## src/design/upio_pkg.sv

```systemverilog
// package: object indices, field layout, presets and timing for the user program i/o bank
package upio_pkg;

	// ----------------------------------------
	// object dictionary indices
	// ----------------------------------------
	localparam logic [15:0] IDX_UPTIME = 16'h230f;
	localparam logic [15:0] IDX_IN_SEL = 16'h2310;
	localparam logic [15:0] IDX_OUT_SEL = 16'h2320;
	localparam logic [15:0] IDX_INOUT_SEL = 16'h2330;
	localparam logic [15:0] IDX_INPUTS = 16'h2400;

	// ----------------------------------------
	// presets and counts
	// ----------------------------------------
	localparam logic [31:0] UPTIME_RESET = 32'h0000_0000;
	localparam logic [31:0] MAP_RESET = 32'h0000_0000;
	localparam logic [31:0] INPUT_RESET = 32'h0000_0000;
	localparam int SEL_ENTRIES = 16;
	localparam int INPUT_ENTRIES = 32;
	localparam logic [7:0] SEL_COUNT = 8'h10;
	localparam logic [7:0] INPUT_COUNT = 8'h20;

	// ----------------------------------------
	// mapping word fields
	// ----------------------------------------
	localparam int MAP_INDEX_MSB = 31;
	localparam int MAP_INDEX_LSB = 16;
	localparam int MAP_SUB_MSB = 15;
	localparam int MAP_SUB_LSB = 8;
	localparam int MAP_LEN_MSB = 7;
	localparam int MAP_LEN_LSB = 0;

	// ----------------------------------------
	// timing
	// ----------------------------------------
	localparam int CLK_HZ = 25_000_000;
	localparam int TICK_PERIOD_S = 1;
	localparam int TICK_CYCLES = CLK_HZ * TICK_PERIOD_S;

	typedef struct packed {
		logic [15:0] index;
		logic [7:0] subindex;
		logic [7:0] length;
	} map_word_s;

	typedef enum logic [1:0] {
		ACC_NONE,
		ACC_READ,
		ACC_WRITE
	} acc_e;

	// dictionary access from the process-data engine
	typedef struct packed {
		logic valid;
		logic write;
		logic [15:0] index;
		logic [7:0] subindex;
		logic [31:0] wdata;
	} od_req_s;

	typedef struct packed {
		logic valid;
		logic error;
		logic [31:0] rdata;
	} od_rsp_s;

endpackage : upio_pkg

```

## src/design/user_program_io_mapping_objects.sv

```systemverilog
// module: uptime counter, program i/o selection tables and fieldbus input words
`timescale 1ns/100ps

// Overview of operation
// RULE1: uptime counter advances once per elapsed second since controller start.
// RULE2: uptime is volatile and restarts from zero at every power-up.
// RULE3: uptime is unsigned 32-bit, preset zero, read-only, readable as process data.
// RULE4: before program run, copy each input-table entry into program input image.
// RULE5: after program run, copy program output image into each output-table entry.
// RULE6: in/out table entries copied in before and written back after run.
// RULE7: each table holds sixteen zero-preset read-only words; count reads 16.
// RULE8: mapping word bits 31..16 carry the dictionary index.
// RULE9: mapping word bits 15..8 carry the subindex.
// RULE10: mapping word bits 7..0 give the entry length in bits.
// RULE11: thirty-two signed 32-bit input words pass fieldbus values to the program.
// RULE12: input words are read/write, preset zero, mappable into receive data.
// RULE13: one-second tick comes from a clock prescaler; counter wraps to zero.
module user_program_io_mapping_objects
	import upio_pkg::*;
#(
	parameter int TICK_COUNT = TICK_CYCLES,
	parameter int N_SEL = SEL_ENTRIES,
	parameter int N_INPUTS = INPUT_ENTRIES
) (
	input wire logic mclk,
	input wire logic reset_n,
	// dictionary access from the fieldbus process-data engine
	input wire od_req_s od_req,
	output od_rsp_s od_rsp,
	// program run phases
	input wire logic pre_run,
	input wire logic post_run,
	output logic copy_in_busy,
	output logic copy_out_busy,
	// transfer of one mapped entry toward the program image / back
	output logic xfer_valid,
	output logic xfer_out,
	output map_word_s xfer_map,
	output logic [3:0] xfer_slot,
	input wire logic xfer_ready,
	output logic [31:0] uptime
);

	// ----------------------------------------
	// elaboration checks
	// ----------------------------------------
	if (N_SEL != 16 || N_INPUTS != 32 || TICK_COUNT < 1) begin : g_bad
		$error("unsupported parameter values");
	end

	function automatic logic is_table(input logic [15:0] idx);
		return idx == IDX_IN_SEL || idx == IDX_OUT_SEL || idx == IDX_INOUT_SEL;
	endfunction : is_table

	// ----------------------------------------
	// uptime
	// ----------------------------------------
	logic [31:0] presc;
	logic [31:0] next_presc;
	logic [31:0] next_uptime;

	always_comb begin
		next_presc = presc + 32'h0000_0001; // RULE13
		next_uptime = uptime;
		if (presc == 32'(TICK_COUNT - 1)) begin
			next_presc = 32'h0000_0000;
			next_uptime = uptime + 32'h0000_0001; // RULE1 RULE13
		end
	end

	always_ff @(posedge mclk) begin
		if (!reset_n) begin
			presc <= 32'h0000_0000;
			uptime <= UPTIME_RESET; // RULE2
		end else begin
			presc <= next_presc;
			uptime <= next_uptime;
		end
	end

	// ----------------------------------------
	// selection tables and input words
	// ----------------------------------------
	// tables are read-only to the host and hold their preset; loading is firmware's job
	logic [31:0] sel_tab [3][SEL_ENTRIES];
	logic [31:0] inputs [INPUT_ENTRIES];
	logic [31:0] next_inputs [INPUT_ENTRIES];

	always_comb begin
		for (int t = 0; t < 3; t++) begin
			for (int i = 0; i < SEL_ENTRIES; i++) begin
				sel_tab[t][i] = MAP_RESET; // RULE7
			end
		end
	end

	always_comb begin
		for (int i = 0; i < INPUT_ENTRIES; i++) begin
			next_inputs[i] = inputs[i];
		end
		if (od_req.valid && od_req.write && od_req.index == IDX_INPUTS
				&& od_req.subindex >= 8'h01 && od_req.subindex <= INPUT_COUNT) begin
			next_inputs[5'(od_req.subindex - 8'h01)] = od_req.wdata; // RULE11 RULE12
		end
	end

	always_ff @(posedge mclk) begin
		for (int i = 0; i < INPUT_ENTRIES; i++) begin
			if (!reset_n) begin
				inputs[i] <= INPUT_RESET; // RULE12
			end else begin
				inputs[i] <= next_inputs[i];
			end
		end
	end

	// ----------------------------------------
	// dictionary read / write answer
	// ----------------------------------------
	od_rsp_s next_rsp;
	logic [3:0] sub_slot;

	always_comb begin
		next_rsp = '0;
		sub_slot = 4'(od_req.subindex - 8'h01);
		if (od_req.valid) begin
			next_rsp.valid = 1'b1;
			if (od_req.index == IDX_UPTIME && od_req.subindex == 8'h00) begin
				next_rsp.error = od_req.write; // RULE3
				next_rsp.rdata = uptime; // RULE3
			end else if (is_table(od_req.index)) begin
				if (od_req.write) begin
					next_rsp.error = 1'b1; // RULE7
				end else if (od_req.subindex == 8'h00) begin
					next_rsp.rdata = {24'h00_0000, SEL_COUNT}; // RULE7
				end else if (od_req.subindex <= SEL_COUNT) begin
					case (od_req.index)
						IDX_IN_SEL: next_rsp.rdata = sel_tab[0][sub_slot];
						IDX_OUT_SEL: next_rsp.rdata = sel_tab[1][sub_slot];
						default: next_rsp.rdata = sel_tab[2][sub_slot];
					endcase
				end else begin
					next_rsp.error = 1'b1;
				end
			end else if (od_req.index == IDX_INPUTS) begin
				if (od_req.subindex == 8'h00) begin
					next_rsp.error = od_req.write;
					next_rsp.rdata = {24'h00_0000, INPUT_COUNT};
				end else if (od_req.subindex <= INPUT_COUNT) begin
					next_rsp.rdata = od_req.write ? 32'h0000_0000
						: inputs[5'(od_req.subindex - 8'h01)]; // RULE12
				end else begin
					next_rsp.error = 1'b1;
				end
			end else begin
				next_rsp.error = 1'b1;
			end
		end
	end

	always_ff @(posedge mclk) begin
		if (!reset_n) begin
			od_rsp <= '0;
		end else begin
			od_rsp <= next_rsp;
		end
	end

	// ----------------------------------------
	// copy sequencer
	// ----------------------------------------
	// walks the input table then the in/out table before a run,
	// and the output table then the in/out table after it
	typedef enum {
		SEQ_IDLE,
		SEQ_IN,
		SEQ_IO_IN,
		SEQ_OUT,
		SEQ_IO_OUT
	} seq_e;

	seq_e state;
	seq_e next_state;
	logic [3:0] slot;
	logic [3:0] next_slot;
	map_word_s cur_map;

	always_comb begin
		case (state)
			SEQ_IN: cur_map = sel_tab[0][slot];
			SEQ_OUT: cur_map = sel_tab[1][slot];
			SEQ_IO_IN, SEQ_IO_OUT: cur_map = sel_tab[2][slot];
			default: cur_map = '0;
		endcase
	end

	always_comb begin
		next_state = state;
		next_slot = slot;
		case (state)
			SEQ_IDLE: begin
				next_slot = 4'h0;
				if (pre_run) begin
					next_state = SEQ_IN; // RULE4
				end else if (post_run) begin
					next_state = SEQ_OUT; // RULE5
				end
			end
			SEQ_IN, SEQ_IO_IN, SEQ_OUT, SEQ_IO_OUT: begin
				if (xfer_ready) begin
					next_slot = slot + 4'h1;
					if (slot == 4'hf) begin
						case (state)
							SEQ_IN: next_state = SEQ_IO_IN; // RULE6
							SEQ_OUT: next_state = SEQ_IO_OUT; // RULE6
							default: next_state = SEQ_IDLE;
						endcase
					end
				end
			end
			default: next_state = SEQ_IDLE;
		endcase
	end

	always_ff @(posedge mclk) begin
		if (!reset_n) begin
			state <= SEQ_IDLE;
			slot <= 4'h0;
		end else begin
			state <= next_state;
			slot <= next_slot;
		end
	end

	// unused slots (index zero) are still presented; the consumer takes and counts them like any other
	assign xfer_valid = state != SEQ_IDLE;
	assign xfer_out = state == SEQ_OUT || state == SEQ_IO_OUT; // RULE5
	assign xfer_map.index = cur_map.index; // RULE8
	assign xfer_map.subindex = cur_map.subindex; // RULE9
	assign xfer_map.length = cur_map.length; // RULE10
	assign xfer_slot = slot;
	assign copy_in_busy = state == SEQ_IN || state == SEQ_IO_IN; // RULE4
	assign copy_out_busy = xfer_out;

endmodule : user_program_io_mapping_objects

```

## config.mk

```make
export PLATFORM = sky130hd
export DESIGN_NAME = user_program_io_mapping_objects
export DESIGN_NICKNAME = d
export VERILOG_FILES = /design/src/design/upio_pkg.sv /design/src/design/user_program_io_mapping_objects.sv
export SDC_FILE = /design/constraint.sdc
export NUM_CORES = 2
export LEC_CHECK = 0
export BUFFER_PORTS_ARGS = -buffer_cell sky130_fd_sc_hd__clkbuf_2
export CAP_MARGIN = 10
export CORE_MARGIN = 8
export CORE_UTILIZATION = 34
export DETAILED_ROUTE_END_ITERATION = 16
export GPL_TIMING_DRIVEN = 0
export MAX_ROUTING_LAYER = met4
export PLACE_DENSITY = 0.56
export SLEW_MARGIN = 20
export SYNTH_ARGS = -nofsm -noshare
export SYNTH_HDL_FRONTEND = slang
export SYNTH_SLANG_ARGS = --single-unit
```

## constraint.sdc

```tcl
create_clock -name mclk -period 4.1 [get_ports mclk]
set_input_delay 0 -clock mclk [delete_from_list [all_inputs] [get_ports mclk]]
set_output_delay 0 -clock mclk [all_outputs]
set_load 0.1 [all_outputs]
```

; Yosys cells after proc, flatten, opt, wreduce, memory -nomap -nowiden
; Memories as Yosys holds them, arrays and structs flattened.
; Index checks and enable logic that the tools add are counted.
[word_totals]
reg_bits = 134
latch_bits = 0
ramBits = 1024
rom_bits = 1024
inputBits = 63
out_inout_bits = 106
word_cells = 160
mem_count = 3
[memory_table]
columns = memory, depth, word_bits, rd, rd_clocked_by_memory_dff, write_ports, line
row1 = inputs, 32, 32, 33, 0, 32, user_program_io_mapping_objects.sv:86  ; logic [31:0] inputs [INPUT_ENTRIES];
row2 = (no name shown), 16, 32, 1, 0, 0, user_program_io_mapping_objects.sv:140  ; default: next_rsp.rdata = sel_tab[2][sub_slot];
row3 = (no name shown), 16, 32, 1, 0, 0, user_program_io_mapping_objects.sv:192  ; SEQ_IO_IN, SEQ_IO_OUT: cur_map = sel_tab[2][slot];
[op_classes]
add_sub_neg = 4
n_mul = 0
div = 0
order_cmp = 7
n_eq_ne = 18
shift = 0
n_mux = 66
bitwise = 36
reduce_logical = 19
[op_table]
columns = cell, count
row1 = $mux W32, 48
row2 = $bwmux W1024, 1
row3 = $mux W1024, 1
row4 = $demux W32 S5, 1
row5 = $mux W33, 3
row6 = $eq A32 B2 Y1 const B, 3
row7 = $eq A32 B3 Y1 const B, 3
row8 = $eq A16 B14 Y1 const B, 5
row9 = $add A32 B1 Y32 const B, 2
row10 = $pmux W32 S2, 1
row11 = $mux W34, 1
row12 = $eq A32 B1 Y1 const B, 1
row13 = $eq A32 B25 Y1 const B, 1
row14 = $eq A32 B4 Y1 const B, 1
row15 = $logic_not A32 Y1, 1
row16 = $or A1 B1 Y1, 32
row17 = $reduce_bool A32 Y1, 1
row18 = $ge A5 B5 Y1 const B, 2
row19 = $not A4 Y5, 2
row20 = $ge A8 B1 Y1 const B, 1
row21 = $le A8 B5 Y1 const B, 1
row22 = $le A8 B6 Y1 const B, 1
row23 = $logic_not A8 Y1, 1
row24 = $pmux W4 S2, 1
row25 = 19 further kinds, 35

; Longest topological paths before layout
[logic_depth]
ltp_word = 11
depth_mapped = 16

; Least setup slack after synthesis
; OpenSTA, ideal clock, no wires.
[synth_path]
kind = input to register
start = in od_req[32] (netlist bit)
end = mem inputs[29][10]
setup_ns = 0.070
arrival_time_ns = 3.430
setup_slack_ns = 0.600
path_stages = 16
path_buffers = 8
path_cell_list = buf_2 > buf_2 > buf_2 > buf_2 > inv_1 > ha_1 > nor2b_1 > clkbuf_1 > a41o_1 > or4_1 > clkbuf_1 > buf_2 > nor3_2 > clkbuf_1 > nand2_1 > a21oi_1
[synth_lines]
columns = element, line
row1 = "start, declared", user_program_io_mapping_objects.sv:28  ; input wire od_req_s od_req,
row2 = "end, declared", user_program_io_mapping_objects.sv:86

; Worst setup path in the final report
[layout_path]
start = in od_req[32] (netlist bit)
end = reg od_rsp[19] (netlist bit)
[layout_between]
elab_chain_len = 10
[layout_lines]
columns = element, line
row1 = $sub A5 B1 Y5, user_program_io_mapping_objects.sv:151  ; : inputs[5'(od_req.subindex - 8'h01)];
row2 = $not A4 Y5 (not written as such), "user_program_io_mapping_objects.sv:138, user_program_io_mapping_objects.sv:139, user_program_io_mapping_objects.sv:140"
row3 = $mem_v2 Z16 W32, --
row4 = $mux W32 (not written as such) (2 in a row), user_program_io_mapping_objects.sv:140
row5 = $mux W32, user_program_io_mapping_objects.sv:136  ; end else if (od_req.subindex <= SEL_COUNT) begin
row6 = $mux W32, user_program_io_mapping_objects.sv:134  ; end else if (od_req.subindex == 8'h00) begin
row7 = $mux W32, user_program_io_mapping_objects.sv:132  ; if (od_req.write) begin
row8 = $mux W33, user_program_io_mapping_objects.sv:131  ; end else if (is_table(od_req.index)) begin
row9 = $mux W33 *, user_program_io_mapping_objects.sv:128  ; if (od_req.index == IDX_UPTIME && od_req.subindex == 8'h00) begin
row10 = "end signal, assigned", user_program_io_mapping_objects.sv:165  ; od_rsp <= next_rsp;
row11 = "end, declared", user_program_io_mapping_objects.sv:29  ; output od_rsp_s od_rsp,
; Mark *: on every way between the ends. The rest lies on a longest branch, timed or not. The select of a mux whose other input is x is not followed.
; A chain may end at the register's enable or synchronous reset.

==> impl_metrics.yaml <==
sta:
  finalCriticalPeriod_ps: 4200
  worstMarginPinSlew_ps: 1080
  rsz0062_at_grt: "false"
  hold_violations: 0
  finalSetupViolations: 1
  finalClockSkew_ps: 25.7
  fin_crit_sh_pct: 102
  clock.fmax_ghz: 0.238
  slew_headroom_pct: 27.9
  holdWs_ps: 202
  drv_slew: 0
  setup_ws_ps: -102
grt:
  grt.total_usage_pct: 27.8
  grt_max_degree: 16
  grt_pass1_vias: 42000
  grt-ovfl-total: 0
  grt_pass1_wl_mm: 304
  grt_antenna_before_repair: 10
power_and_ir_drop:
  swShare_pct: 26.4
  switchingPower_uw: 6490
  power.share.clock_pct: 46.7
  p_leak_uw: 0.0191
  combPwrFrac_pct: 8.5
  power-per-cell-area_nw_per_um2: 430
  intPower_uw: 18100
  worst_ir_drop_vdd_uv: 367
  p_seq_share_pct: 44.8
die:
  fp.dieH_um: 393
  die_area_sq_um: 154000
  core-area_sq_um: 141000
  fp.dieW_um: 393
  ios: 169
  num_rows: 138
  start_util_pct: 34.1
cells_and_area:
  area_growth_pct: 18.3
  fin_nets: 6218
  fin_area_sq_um: 57100
  drive_above_1_share_pct: 14.9
  fill_cells: 14400
synth:
  synth.largest_area_cell: "dfxtp_1"
  synth_top_cells_by_area: "dfxtp_1, nand2_1, mux4_2"
  synthesis.area_sq_um: 48200
  synthCells: 5777
  ys_ff_latch: 1129
  synth.distinct_cells: 68
  synth_edf_count: 0
  async_flop_share_pct: 0
  synth.yosys.seq_area_share_pct: 46.9
  synth.most_common_cell: "nand2_1"
  yosysTopAreaCellShare_pct: 46.9
  yosysWarnings: 0
  synth_commonest_cells: "nand2_1, dfxtp_1, a21oi_1, clkbuf_1, mux4_2"
  synth_ff_type: "dfxtp_1"
  avgSynthCellArea_sq_um: 8.35
route:
  wl_mm: 217
  first_pass_iters: 8
  drt_iter0_drc: 6077
  wl_per_cell_um: 26.7
  vias_per_cell: 5.59
  postRouteAntennaNets: 0
  vias: 45500
  route.detailed.drc: 0
outcome:
  violations: "setup timing"
  outcome: "finished, violations left"
critical_path:
  path_cells: "clkbuf_2, buf_4, buf_8, buf_8, inv_1, ha_1, clkbuf_1, nor3b_2, o21ai_1, and2_1, clkbuf_2, o22ai_1, a31oi_1, a22o_1"
  worst_setup_path_start_kind: "primary input"
  cp-end-kind: "flip-flop"
  critPathArrivalTime_ps: 4850
  slowest_delay_ps: 760
  critPathKind: "in -> reg"
  required_ps: 4750
  critPathMaxFanout: 19
  slowest_stage: "and2_1"
clock_network:
  insertion_delay_ps: 760
  cts.htree.levels: 3
  cts_inserted_buffers: 117
  cts_num_sinks: 1129
  clk_pin_slew_ps: 70
  ctsRootBufferMaster: "clkbuf_16"
  cts_tree: "yes"
  cts_buffer_depth: 3
place:
  place_hpwl_mm: 164
  dp_slack_ps: -3270
  port_buffers: 136
  place_area_sq_um: 51600
  gp_congestion: 1.02
worst_hold_path:
  hp-class: "in -> reg"
job:
  maxCapViolations: 0
[path summary, 6_finish.rpt]
| check | from | end | slack, ps | cells past startpoint |
|---|---|---|---|---|
| min | od_req[39] | od_rsp[5] | 200 | 6 |
| max reg2reg | presc[8] | uptime[26] | 1000 | 7 |
| min reg2reg | inputs[19][25] | inputs[19][25] | 450 | 2 |
| max | od_req[32] | od_rsp[19] | -100 | 14 |
[worst max-delay path: cells and delay by family]
kind	cells	cell delay, ps
and+or+nand+nor	2	920
AOI/OAI and AO/OA	4	1510
adders and majority gates	1	260
buffers and inverters	7	2100
[logic make-up after synthesis]
logic type / Yosys count / synth area share (%)
other cells: 1 / 0.00777
buf+inv: 576 / 5.06
simple gates: 2532 / 21.2
fa+ha+maj: 8 / 0.208
xor+xnor: 56 / 1.02
compound gates: 1212 / 13.5
mux: 263 / 12.1
flops: 1129 / 46.9
[placed cells by master, fill, tap and decap left out, types with 7 or more instances in the layout]
master / n
a22o_1: 11
clkbuf_4: 20
mux4_2: 256
nand2_1: 2157
nand3b_1: 12
clkbuf_16: 121
buf_4: 61
nor3_4: 23
nor4_2: 8
buf_12: 12
nor2_1: 128
clkbuf_2: 174
conb_1: 32
bufinv_16: 13
nand3_1: 59
dlygate4sd3_1: 49
nand4_1: 31
clkbuf_8: 26
xor2_1: 41
clkbuf_1: 358
dfxtp_1: 1129
inv_1: 15
xnor2_1: 15
and3_1: 17
o22ai_1: 69
and2_1: 8
o21ai_0: 13
or3_1: 8
a21oi_1: 1046
a31oi_1: 10
ha_1: 8
nor3b_4: 7
clkinv_2: 31
a311o_1: 10
o41ai_2: 8
nor3_1: 20
buf_2: 109
[through the flow]
stage	utilization (%)	instances	TNS [ps]	total power [uW]
6_report	40.4	8140	-102	24500
5_1_grt	40.4	8139	0	25100
4_1_cts	40.4	8132	0	24500
3_5_place_dp	36.6	7846	-2132110	13100
3_3_place_gp	36.4	7834	-2449270	13100
2_1_floorplan	-	5808	0	12200
[cell type report]
class | count | area [sq um] | area share [%]
diodes | 3 | 7.51 | 0.0132
plain buffers | 554 | 2540 | 4.45
clock buffers | 164 | 3430 | 6.01
clock inverters | 55 | 648 | 1.14
inverters | 19 | 71.3 | 0.125
multi-input cells | 4103 | 23800 | 41.6
flip-flops and latches | 1129 | 22600 | 39.6
well taps | 1890 | 2360 | 4.14
repair buffers | 223 | 1650 | 2.88
[power groups by stage]
stage,sequential [uW],clock [uW],combinational (uW)
6_report,11000,11500,2080
2_1_floorplan,11300,0,983
3_5_place_dp,11200,0,1910
4_1_cts,11000,11500,2000
3_3_place_gp,11200,0,1880
5_1_grt,11000,12000,2090
[state kept, by name, indices dropped and copies added (netlist names)]
register / flops
inputs: 1024
od_rsp: 34
presc: 32
uptime: 32
xfer_slot: 4
state: 3
[metal layers]
metal / share of wire, % / up-vias / global-route usage (%)
met4: 5.6 / 0 / 12.4
met3: 11 / 539 / 6.27
met2: 43 / 2574 / 41.4
li1: - / 20200 / -
met5: 0 / - / -
met1: 40 / 22200 / 36.2
[repair_timing]
item	4_1_cts	5_1_grt
hold buffers	49	0
setup buffers	20	6
hold endpoints to repair	508	0
pin swaps	21	3
resized for setup	130	9
setup endpoints to repair	1056	952
Note: power is estimated with default switching activity, not from simulation.
